`src/dac_seq_pkg.sv`:
```
// Notes on behaviour
// - each channel holds a first and a second stage; outputs move together.
// - address all ones, either even/odd level: load starts after sequence begin.
// - a strobe high at a pin-clock fall copies all first stages to second.
// - direction low fills channels 0 up to 5, high fills 5 down to 0.
// - in sequential load, even/odd high captures on rising pin-clock edges, low on falling ones.
// - even device takes even words, odd device odd words, in chosen order.
// - begin and strobe held high write the addressed channel at each fall.
// - an addressed word lands at a fall in the channel addressed at the rise.
// - addressed writes leave outputs alone until a strobe releases them all.
// - low power request clears all stored data; operation resumes after.
package dac_seq_pkg;
    localparam int NUM_CHANNELS = 6;
    localparam int WORD_WIDTH = 10;
    localparam logic [2:0] ADDR_SEQUENTIAL = 3'h7;
    localparam logic [2:0] ADDR_NO_CHANNEL = 3'h6;
    localparam logic [2:0] CHAN_FIRST = 3'h0;
    localparam logic [2:0] CHAN_LAST = 3'h5;
    localparam logic [2:0] SEQ_LAST_COUNT = 3'h5;
    localparam logic [9:0] CODE_RESET = 10'h000;

    // pins driven by the display timing controller
    typedef struct packed {
        logic pin_clk;
        logic even_odd;
        logic right_left;
        logic [2:0] addr;
        logic sequence_begin;
        logic output_transfer_strobe;
        logic low_power_request;
    } ctrl_t;

    typedef logic [NUM_CHANNELS-1:0][WORD_WIDTH-1:0] chan_codes_t;
endpackage : dac_seq_pkg

```
`src/dac_latch_pair.sv`:
```
`timescale 1ns/100ps
`default_nettype none
module dac_latch_pair
    import dac_seq_pkg::*;
#(
    parameter int WIDTH = WORD_WIDTH
) (
    input wire logic clk_in,
    input wire logic arst_n_in,
    input wire logic clear_in,
    input wire logic load_in,
    input wire logic xfer_in,
    input wire logic [WIDTH-1:0] data_in,
    output logic [WIDTH-1:0] master_out,
    output logic [WIDTH-1:0] slave_out
);
    logic [WIDTH-1:0] master_ff;
    logic [WIDTH-1:0] slave_ff;

    always_ff @(posedge clk_in or negedge arst_n_in) begin
        if (!arst_n_in) begin
            master_ff <= '0;
        end else if (clear_in) begin
            master_ff <= '0;
        end else if (load_in) begin
            master_ff <= data_in;
        end
    end

    // a load and a transfer on one edge pass the new word straight through
    always_ff @(posedge clk_in or negedge arst_n_in) begin
        if (!arst_n_in) begin
            slave_ff <= '0;
        end else if (clear_in) begin
            slave_ff <= '0;
        end else if (xfer_in) begin
            slave_ff <= load_in ? data_in : master_ff;
        end
    end

    assign master_out = master_ff;
    assign slave_out = slave_ff;
endmodule : dac_latch_pair
`default_nettype wire

```
`src/dac_load_sequencer.sv`:
```
`timescale 1ns/100ps
`default_nettype none
module dac_load_sequencer
    import dac_seq_pkg::*;
(
    input wire logic clk_in,
    input wire logic arst_n_in,
    input wire ctrl_t ctrl_in,
    input wire logic [WORD_WIDTH-1:0] word_in,
    output chan_codes_t channel_output_out,
    output logic sequence_busy_out
);
    // ------------------------------------------------------------
    // pin clock edges and mode decode
    // ------------------------------------------------------------
    logic pin_clk_ff;
    logic seq_begin_prev_ff;
    logic [2:0] addr_ff;
    logic pin_rise;
    logic pin_fall;
    logic seq_mode;
    logic standby;
    logic start;
    logic capture_edge;

    assign pin_rise = ctrl_in.pin_clk && !pin_clk_ff;
    assign pin_fall = !ctrl_in.pin_clk && pin_clk_ff;
    assign seq_mode = (ctrl_in.addr == ADDR_SEQUENTIAL);
    assign standby = ctrl_in.low_power_request;
    assign start = seq_mode && ctrl_in.sequence_begin && !seq_begin_prev_ff;
    assign capture_edge = ctrl_in.even_odd ? pin_rise : pin_fall;

    always_ff @(posedge clk_in or negedge arst_n_in) begin
        if (!arst_n_in) begin
            pin_clk_ff <= 1'b0;
            seq_begin_prev_ff <= 1'b0;
        end else begin
            pin_clk_ff <= ctrl_in.pin_clk;
            seq_begin_prev_ff <= ctrl_in.sequence_begin;
        end
    end

    // address is taken at the rising edge and used at the next fall
    always_ff @(posedge clk_in or negedge arst_n_in) begin
        if (!arst_n_in) begin
            addr_ff <= ADDR_NO_CHANNEL;
        end else if (pin_rise) begin
            addr_ff <= ctrl_in.addr;
        end
    end

    // ------------------------------------------------------------
    // sequential loader
    // ------------------------------------------------------------
    logic seq_active_ff;
    logic dir_ff;
    logic [2:0] seq_idx_ff;
    logic [2:0] seq_cnt_ff;
    logic seq_wr;

    assign seq_wr = seq_active_ff && capture_edge && !start && !standby;

    always_ff @(posedge clk_in or negedge arst_n_in) begin
        if (!arst_n_in) begin
            seq_active_ff <= 1'b0;
            dir_ff <= 1'b0;
            seq_idx_ff <= CHAN_FIRST;
            seq_cnt_ff <= 3'h0;
        end else if (standby) begin
            seq_active_ff <= 1'b0;
            seq_cnt_ff <= 3'h0;
        end else if (start) begin
            seq_active_ff <= 1'b1;
            dir_ff <= ctrl_in.right_left;
            seq_idx_ff <= ctrl_in.right_left ? CHAN_LAST : CHAN_FIRST;
            seq_cnt_ff <= 3'h0;
        end else if (seq_wr) begin
            seq_cnt_ff <= seq_cnt_ff + 3'h1;
            seq_idx_ff <= dir_ff ? seq_idx_ff - 3'h1
                : seq_idx_ff + 3'h1;
            if (seq_cnt_ff == SEQ_LAST_COUNT) begin
                seq_active_ff <= 1'b0;
            end
        end
    end

    always_ff @(posedge clk_in or negedge arst_n_in) begin
        if (!arst_n_in) begin
            sequence_busy_out <= 1'b0;
        end else begin
            sequence_busy_out <= seq_active_ff;
        end
    end

    // ------------------------------------------------------------
    // addressed and direct writes, transfer
    // ------------------------------------------------------------
    logic addr_wr;
    logic xfer;
    logic [NUM_CHANNELS-1:0] load;
    chan_codes_t masters;

    // code 6 and code 7 never reach a channel here
    assign addr_wr = !seq_mode && pin_fall && ctrl_in.sequence_begin
        && (addr_ff < ADDR_NO_CHANNEL) && !standby;
    assign xfer = pin_fall && ctrl_in.output_transfer_strobe;

    for (genvar i = 0; i < NUM_CHANNELS; i++) begin : g_chan
        assign load[i] = (seq_wr && seq_idx_ff == 3'(i))
            || (addr_wr && addr_ff == 3'(i));
        dac_latch_pair #(
            .WIDTH(WORD_WIDTH)
        ) u_latch (
            .clk_in(clk_in),
            .arst_n_in(arst_n_in),
            .clear_in(standby),
            .load_in(load[i]),
            .xfer_in(xfer),
            .data_in(word_in),
            .master_out(masters[i]),
            .slave_out(channel_output_out[i])
        );
    end
endmodule : dac_load_sequencer
`default_nettype wire

```
`config.mk`:
```
export PLATFORM = sky130hd
export DESIGN_NAME = dac_load_sequencer
export DESIGN_NICKNAME = d
export VERILOG_FILES = /design/src/dac_seq_pkg.sv /design/src/dac_latch_pair.sv /design/src/dac_load_sequencer.sv
export SDC_FILE = /design/constraint.sdc
export NUM_CORES = 1
export LEC_CHECK = 0
export ABC_CLOCK_PERIOD_IN_PS = 2100
export BUFFER_PORTS_ARGS = -buffer_cell sky130_fd_sc_hd__buf_2
export CORE_MARGIN = 1
export CORE_UTILIZATION = 50
export CTS_BUF_LIST = sky130_fd_sc_hd__clkbuf_4 sky130_fd_sc_hd__clkbuf_8
export DETAILED_ROUTE_END_ITERATION = 7
export GPL_TIMING_DRIVEN = 0
export HOLD_SLACK_MARGIN = 0.12
export PLACE_DENSITY = 0.69
export SKIP_LAST_GASP = 1
export SYNTH_ARGS = -nofsm -noshare
export SYNTH_HDL_FRONTEND = slang
export SYNTH_SLANG_ARGS = --single-unit
```
`constraint.sdc`:
```
create_clock -name clk_in -period 2.1 [get_ports clk_in]
set_input_delay 0.315 -clock clk_in [delete_from_list [all_inputs] [get_ports clk_in]]
set_output_delay 0.315 -clock clk_in [all_outputs]
set_load 0.03 [all_outputs]
```
==> results of run 1 <==
==> report_power, final <==
part | internal [uW] | total (uW) | switching (uW)
clock | 1560 | 2540 | 984
sequential | 2670 | 2740 | 67.0
combinational | 199 | 620 | 421
==> kinds of logic after synthesis <==
group           after synthesis  synth area share
flops                       134             0.591
buf+inv                      41            0.0328
fa+ha+maj                     8            0.0176
simple gates                165             0.127
compound gates               88             0.125
mux                          56            0.0996
xor+xnor                      4           0.00617
==> layout make-up <==
class                           count  area [sq um]
Inverter                            4          15.0
Timing Repair Buffer               89           513
Tap cell                          140           175
Buffer                             36           183
Clock inverter                     13           228
Multi-Input combinational cell    322          2250
Sequential cell                   134          3360
Clock buffer                       18           248
Fill cell                         883          3960
==> worst max-delay path, stage by stage, from the launching register on <==
cell      delay, ns
dfrtp_2        0.46
and4bb_2       0.28
a31o_2         0.28
a31oi_1        0.21
buf_4          0.27
mux2i_1        0.29
a211oi_1       0.11
==> flip-flops by register name (all words and copies together) (netlist names), 3 cells and up <==
signal / count
g_chan.u_latch.master_out: 60
g_chan.u_latch.slave_out: 60
addr_ff: 3
seq_cnt_ff: 3
seq_idx_ff: 3
==> routing by layer <==
| metal | part of all wire | global-route usage | vias up |
|---|---|---|---|
| li1 | - | - | 1955 |
| met1 | 0.45 | 0.338 | 2113 |
| met2 | 0.47 | 0.382 | 127 |
| met3 | 0.061 | 0.0609 | 12 |
| met4 | 0.013 | 0.0917 | 0 |
| met5 | 0 | 0 | - |
==> cells in the mapped netlist (3+ instances only) <==
library cell	instances	area, sq um
nor3_1	6	30.0
nor2_1	116	435
a31oi_1	4	25.0
a211oi_2	10	125
ha_1	8	100
a311oi_1	9	78.8
dfrtp_1	132	3300
and2_1	3	18.8
a211oi_1	41	308
nand2_1	24	90.1
mux2_2	4	45.0
buf_4	4	30.0
nand2b_1	3	18.8
a21oi_1	13	65.1
mux2i_1	52	521
xnor2_1	3	26.3
clkbuf_1	29	109
inv_1	4	15.0
==> stage by stage <==
stage	area, sq um	cells	utilization	power (uW)
after detailed placement	6290	717	0.575	3390
after global routing	6970	756	0.638	6130
after floorplan	5680	496	-	3140
final	6970	756	0.638	5900
after global placement	6250	716	0.572	3350
after CTS	6830	753	0.624	5920
==> final timing paths <==
check | endpoint | startpoint | depth (start not counted)
worst max-delay path | g_chan[4].u_latch.slave_out[8]$_DFFE_PN0P_ | seq_active_ff$_DFFE_PN0P_ | 6
worst min-delay path | dir_ff$_DFFE_PN0P_ | ctrl_in[6] | 2
worst max register to register | g_chan[4].u_latch.slave_out[8]$_DFFE_PN0P_ | seq_active_ff$_DFFE_PN0P_ | 6
worst min register to register | sequence_busy_out$_DFF_PN0_ | seq_active_ff$_DFFE_PN0P_ | 0
max in group asynchronous | g_chan[5].u_latch.master_out[9]$_DFF_PN0_ | arst_n_in | 3
min in group asynchronous | sequence_busy_out$_DFF_PN0_ | arst_n_in | 2
==> what timing repair did <==
item,4_1_cts,5_1_grt
endpoints found under the setup margin,22,47
gates resized for setup,3,30
pin swaps,0,2
endpoints found under the hold margin,60,0
setup buffers,0,1
gates cloned,0,2
hold buffers,6,0
==> impl_metrics.csv, run 1 <==
group,metric,value,unit
setup_path,startpoint_type,"flip-flop",
sta,setup_viol,0,
setup_path,end_kind,"flip-flop",
route,totalWireLength,13700,um
sta,whs,0.153,ns
place,place_ws,-0.163,ns
run,drv_cap,0,
die,fp.dieH,109,um
sta,hold_violations,0,
route,via_per_inst,5.56,
route,vias,4207,
place,port_buffers,80,
grt,first_global_vias,4173,
die,core,10900,sq um
yosys,yosysWarnings,0,
clocking,cts_sinks,134,
sta,fin_setup_tns,0,ns
grt,grt_pass1_wl,21400,um
setup_path,cp_max_fo,10,
die,die_x,109,um
setup_path,reg2reg_slack,0.04,ns
layout,drive_gt1_frac,0.274,
sta,fmax,0.487,GHz
clocking,h-tree-depth,4,
sta,tightest_slew,0.709,ns
clocking,clock_path_buffers,2,
route,ant_nets,0,
die,die-area,11800,sq um
yosys,synth_ff_type,"dfrtp_1",
layout,nNetsFinal,633,
die,io_pins,82,
pwr,ir_worst_vdd,389,uV
grt,grt_max_degree,78,
sta,grt_setup_unrepaired,"true",
die,start_util,0.519,
yosys,avgSynthCellArea,11.4,sq um
yosys,syn_area,5680,sq um
run_status,status,"finished clean",
layout,layout_commonest_cell,"dfrtp_1",
layout,n_antenna_cell,0,
yosys,synthArstFlopShare,1.00,
yosys,syn_nets,525,
clocking,clk_latency,0.44,ns
grt,grt-ovfl-total,0,
grt,antenna_found_initial,0,
clocking,clk_pin_slew,0.08,ns
clocking,cts_root_buf,"clkbuf_8",
route,drt_first_iter_violations,185,
setup_path,required,2.40,ns
yosys,ys_seq_area_frac,0.591,
sta,period_needed,2.06,ns
sta,worst_slack,0.0450,ns
clocking,numCtsBuffers,17,
setup_path,path_class,"flip-flop to flip-flop",
sta,fin_crit_sh,0.979,
place,hpwlAfterDp,9230,um
hold_path,hold_path.class,"input port to flip-flop",
yosys,ys_types,42,
yosys,syn_inst,496,
die,placementRows,38,
place,gp_congestion,0.849,
grt,grt_usage,0.247,
route,wl_per_cell,18.1,um
yosys,synth_edf_count,0,
route,firstDrtPassIters,4,
route,drc,0,
pwr,leakagePower,0.00340,uW
layout,final_cell_mix,"dfrtp_1 (131), nor2_1 (116), buf_2 (81)",
pwr,power.density,846,nW/um^2
sta,skew,0.0172,ns
sta,max_slew_margin,0.527,
sta,drv_slew,0,
yosys,ys_ff_latch,134,
layout,area_growth,22.8,%
clocking,cts_tree,"built",
setup_path,cp.arrival,2.36,ns
(Power assumes the default switching activity.)
==> run 2, diff against run 1 <==
--- a/config.mk
+++ b/config.mk
@@ -5,6 +5,7 @@
 export SDC_FILE = /design/constraint.sdc
 export NUM_CORES = 1
 export LEC_CHECK = 0
+export ABC_AREA = 1
 export ABC_CLOCK_PERIOD_IN_PS = 2100
 export BUFFER_PORTS_ARGS = -buffer_cell sky130_fd_sc_hd__buf_2
 export CORE_MARGIN = 1
@@ -13,7 +14,7 @@
 export DETAILED_ROUTE_END_ITERATION = 7
 export GPL_TIMING_DRIVEN = 0
 export HOLD_SLACK_MARGIN = 0.12
-export PLACE_DENSITY = 0.69
+export PLACE_DENSITY = 0.68
 export SKIP_LAST_GASP = 1
 export SYNTH_ARGS = -nofsm -noshare
 export SYNTH_HDL_FRONTEND = slang
==> run 2 against run 1 <==
  * Clock skew is 0.0064 ns lower
  * Via count is 25% higher
  * Synthesized cell count is 43% higher
  * Critical endpoint is now g_chan[1].u_latch.slave_out[8]$_DFFE_PN0P_
  * Critical path depth is 7 higher
  * Sequential share of layout area is 4.0 points lower
  * Combinational power is 12% lower
  * Largest power group unchanged
  * Highest routed layer unchanged
  * Clock-buffer cell count is 4 higher
  * Sequential power is 3% lower
  * Non-clock buffer count is 2 higher
  * Wire length is 15% higher
==> impl_metrics.csv, run 2 <==
group,metric,value,unit
run_status,status,"finished clean",
sta,fin_setup_tns,0,ns
yosys,ys_ff_latch,134,
die,placementRows,41,
layout,drive_gt1_frac,0.244,
clocking,post-cts-setup-buffer-count,0,
sta,period_needed,1.81,ns
sta,tightest_slew,0.523,ns
die,core,12600,sq um
route,ant_nets,0,
hold_path,hold_path_end,"addr_ff[0]$_DFFE_PN0N_",
setup_path,ff2ff_path_depth,11,
die,io_pins,82,
yosys,synth_ff_type,"dfrtp_1",
hold_path,hold_path.class,"input port to flip-flop",
clocking,cts_repair_resize_count,0,
clocking,cts_tree,"built",
place,dp.cells,961,
layout,n_antenna_cell,0,
setup_path,worstPathCellList,"dlygate4sd3_1 -> buf_2 -> inv_2 -> nand2_2 -> nand2_1 -> nand2_2 -> nor2_4 -> buf_8 -> nand3_4 -> nand2_2 -> nand2_1 -> nand4_1 -> nand2_1",
layout,nNetsFinal,843,
setup_path,required,2.43,ns
layout,layout_commonest_cell,"nand2_1",
die,die_x,116,um
sta,drv_slew,0,
setup_path,slowest_delay,0.54,ns
setup_path,startpoint_type,"input port",
yosys,syn_nets,736,
yosys,syn_inst,707,
place,place_ws,0.245,ns
clocking,numCtsBuffers,17,
setup_path,cp_slowest_cell,"dlygate4sd3_1",
pwr,ir_worst_vdd,440,uV
pwr,leakagePower,0.00463,uW
route,drt_first_iter_violations,377,
route,drc,0,
clocking,clk_pin_slew,0.07,ns
layout,final_cell_mix,"nand2_1 (196), dfrtp_1 (132), inv_1 (88)",
yosys,syn_area,6460,sq um
route,wl_per_cell,15.8,um
sta,max_slew_margin,0.651,
setup_path,path_delay_family,"buffers and inverters",
yosys,synth.top_cell.area_share,0.512,
place,port_buffers,81,
run,drv_cap,0,
grt,first_global_vias,5217,
sta,skew,0.0108,ns
yosys,synth_most_common_cell,"nand2_1",
yosys,synthArstFlopShare,1.00,
die,start_util,0.512,
place,hpwlAfterDp,10900,um
hold_path,whs_path_depth,3,
place,placed_cell_area,7110,sq um
clocking,cts_sinks,134,
clocking,cts_root_buf,"clkbuf_8",
sta,grt_setup_unrepaired,"false",
yosys,synthTopCellsByCount,"nand2_1 (196), dfrtp_1 (132), inv_1 (88)",
setup_path,r2r-start,"pin_clk_ff$_DFF_PN0_",
sta,fmax,0.553,GHz
grt,grt_max_degree,86,
sta,worst_slack,0.293,ns
yosys,synth.area.top_cells,"dfrtp_1 (51%), nand2_1 (11%), nand3_2 (7.1%)",
pwr,power.density,733,nW/um^2
clocking,clock_path_buffers,2,
layout,instances_no_fill,999,
setup_path,crit_buf_inv,4,
setup_path,reg2reg_to,"g_chan[1].u_latch.slave_out[8]$_DFFE_PN0P_",
die,fp.dieH,116,um
layout,fillers,1147,
grt,antenna_found_initial,0,
layout,final_cell_area,7610,sq um
route,vias,5245,
setup_path,cp.arrival,2.14,ns
route,firstDrtPassIters,4,
sta,whs,0.158,ns
sta,setup_viol,0,
yosys,yosysWarnings,0,
setup_path,path_class,"input port to flip-flop",
grt,grt-ovfl-total,0,
grt,grt_pass1_wl,26500,um
setup_path,end_kind,"flip-flop",
clocking,h-tree-depth,4,
die,die-area,13400,sq um
setup_path,worst-path-stages,13,
sta,hold_violations,0,
yosys,synth_top_area_cell,"dfrtp_1",
yosys,ys_seq_area_frac,0.520,
setup_path,cp_max_fo,10,
yosys,synth_edf_count,0,
route,via_per_inst,5.25,
grt,grt_usage,0.265,
sta,fin_crit_sh,0.861,
setup_path,reg2reg_slack,0.39,ns
route,totalWireLength,15800,um
clocking,clk_latency,0.44,ns
yosys,avgSynthCellArea,9.13,sq um
hold_path,worstHoldStart,"ctrl_in[3]",
layout,area_growth,17.8,%
place,gp_congestion,0.851,
setup_path,cp-startpoint,"ctrl_in[8]",
yosys,ys_types,29,
[run 2: cell count changes in the layout (fill, tap and decap cells not counted), moves of 46 or more]
cell and delta:
inv_1 +84, nand3_2 +46, nand4_1 +65, nor2_1 -107, and3_1 +59, nand2_1 +172
[run 2: kinds of logic (layout without fill, tap and decap cells)]
| kind of cell | count (synthesis) | count (layout) | share of synthesized area |
|---|---|---|---|
| AOI/OAI and AO/OA | 12 | 12 | 0.0109 |
| DFF | 134 | 134 | 0.520 |
| and+or+nand+nor | 419 | 419 | 0.363 |
| buffers and inverters | 132 | 252 | 0.0882 |
| adders and majority gates | 8 | 8 | 0.0155 |
| xor gates and xnor gates | 2 | 2 | 0.00271 |
[run 2: power breakdown]
part           internal [uW]  switching [uW]
registers               2640            34.2
logic                    154             391
clock network           1390             972
[run 2: worst max-delay path by stage]
stage                                                      end  slack, ns
finish              g_chan[1].u_latch.slave_out[8]$_DFFE_PN0P_       0.29
global route        g_chan[2].u_latch.slave_out[9]$_DFFE_PN0P_       0.16
CTS                 g_chan[0].u_latch.slave_out[0]$_DFFE_PN0P_       0.33
detailed placement  g_chan[4].u_latch.slave_out[9]$_DFFE_PN0P_       0.25
global placement    g_chan[3].u_latch.slave_out[6]$_DFFE_PN0P_      -1.02
floorplan            g_chan[1].u_latch.master_out[0]$_DFF_PN0_       0.66
[run 2: area by class of cell]
class / instances / area [sq um] / share of cell area
Sequential cell: 134 / 3360 / 0.441
Buffer: 39 / 220 / 0.0289
Multi-Input combinational cell: 441 / 2530 / 0.333
Inverter: 93 / 349 / 0.0459
Clock inverter: 10 / 153 / 0.0201
Tap cell: 172 / 215 / 0.0283
Timing Repair Buffer: 88 / 499 / 0.0656
Clock buffer: 22 / 284 / 0.0373
[run 2: layer usage]
layer	up-vias	share of wire	track usage
met4	0	0.030	0.121
met1	2557	0.46	0.360
li1	2525	-	-
met3	31	0.050	0.0622
met5	-	0	0
met2	132	0.46	0.407
[run 2: repair_timing]
item | CTS | global route
hold endpoints to repair | 54 | 0
setup endpoints to repair | 0 | 0
hold buffers | 6 | 0
[run 2: worst min-delay path, delay by kind of cell]
family | cells | cell delay, ns
compound gates | 1 | 0.10
simple gates | 1 | 0.04
buf+inv | 1 | 0.10
[run 2: stage by stage]
step | utilization | total power, uW
floorplan | - | 3050
global placement | 0.561 | 3230
detailed placement | 0.563 | 3260
CTS | 0.603 | 5610
global route | 0.603 | 5820
finish | 0.603 | 5570
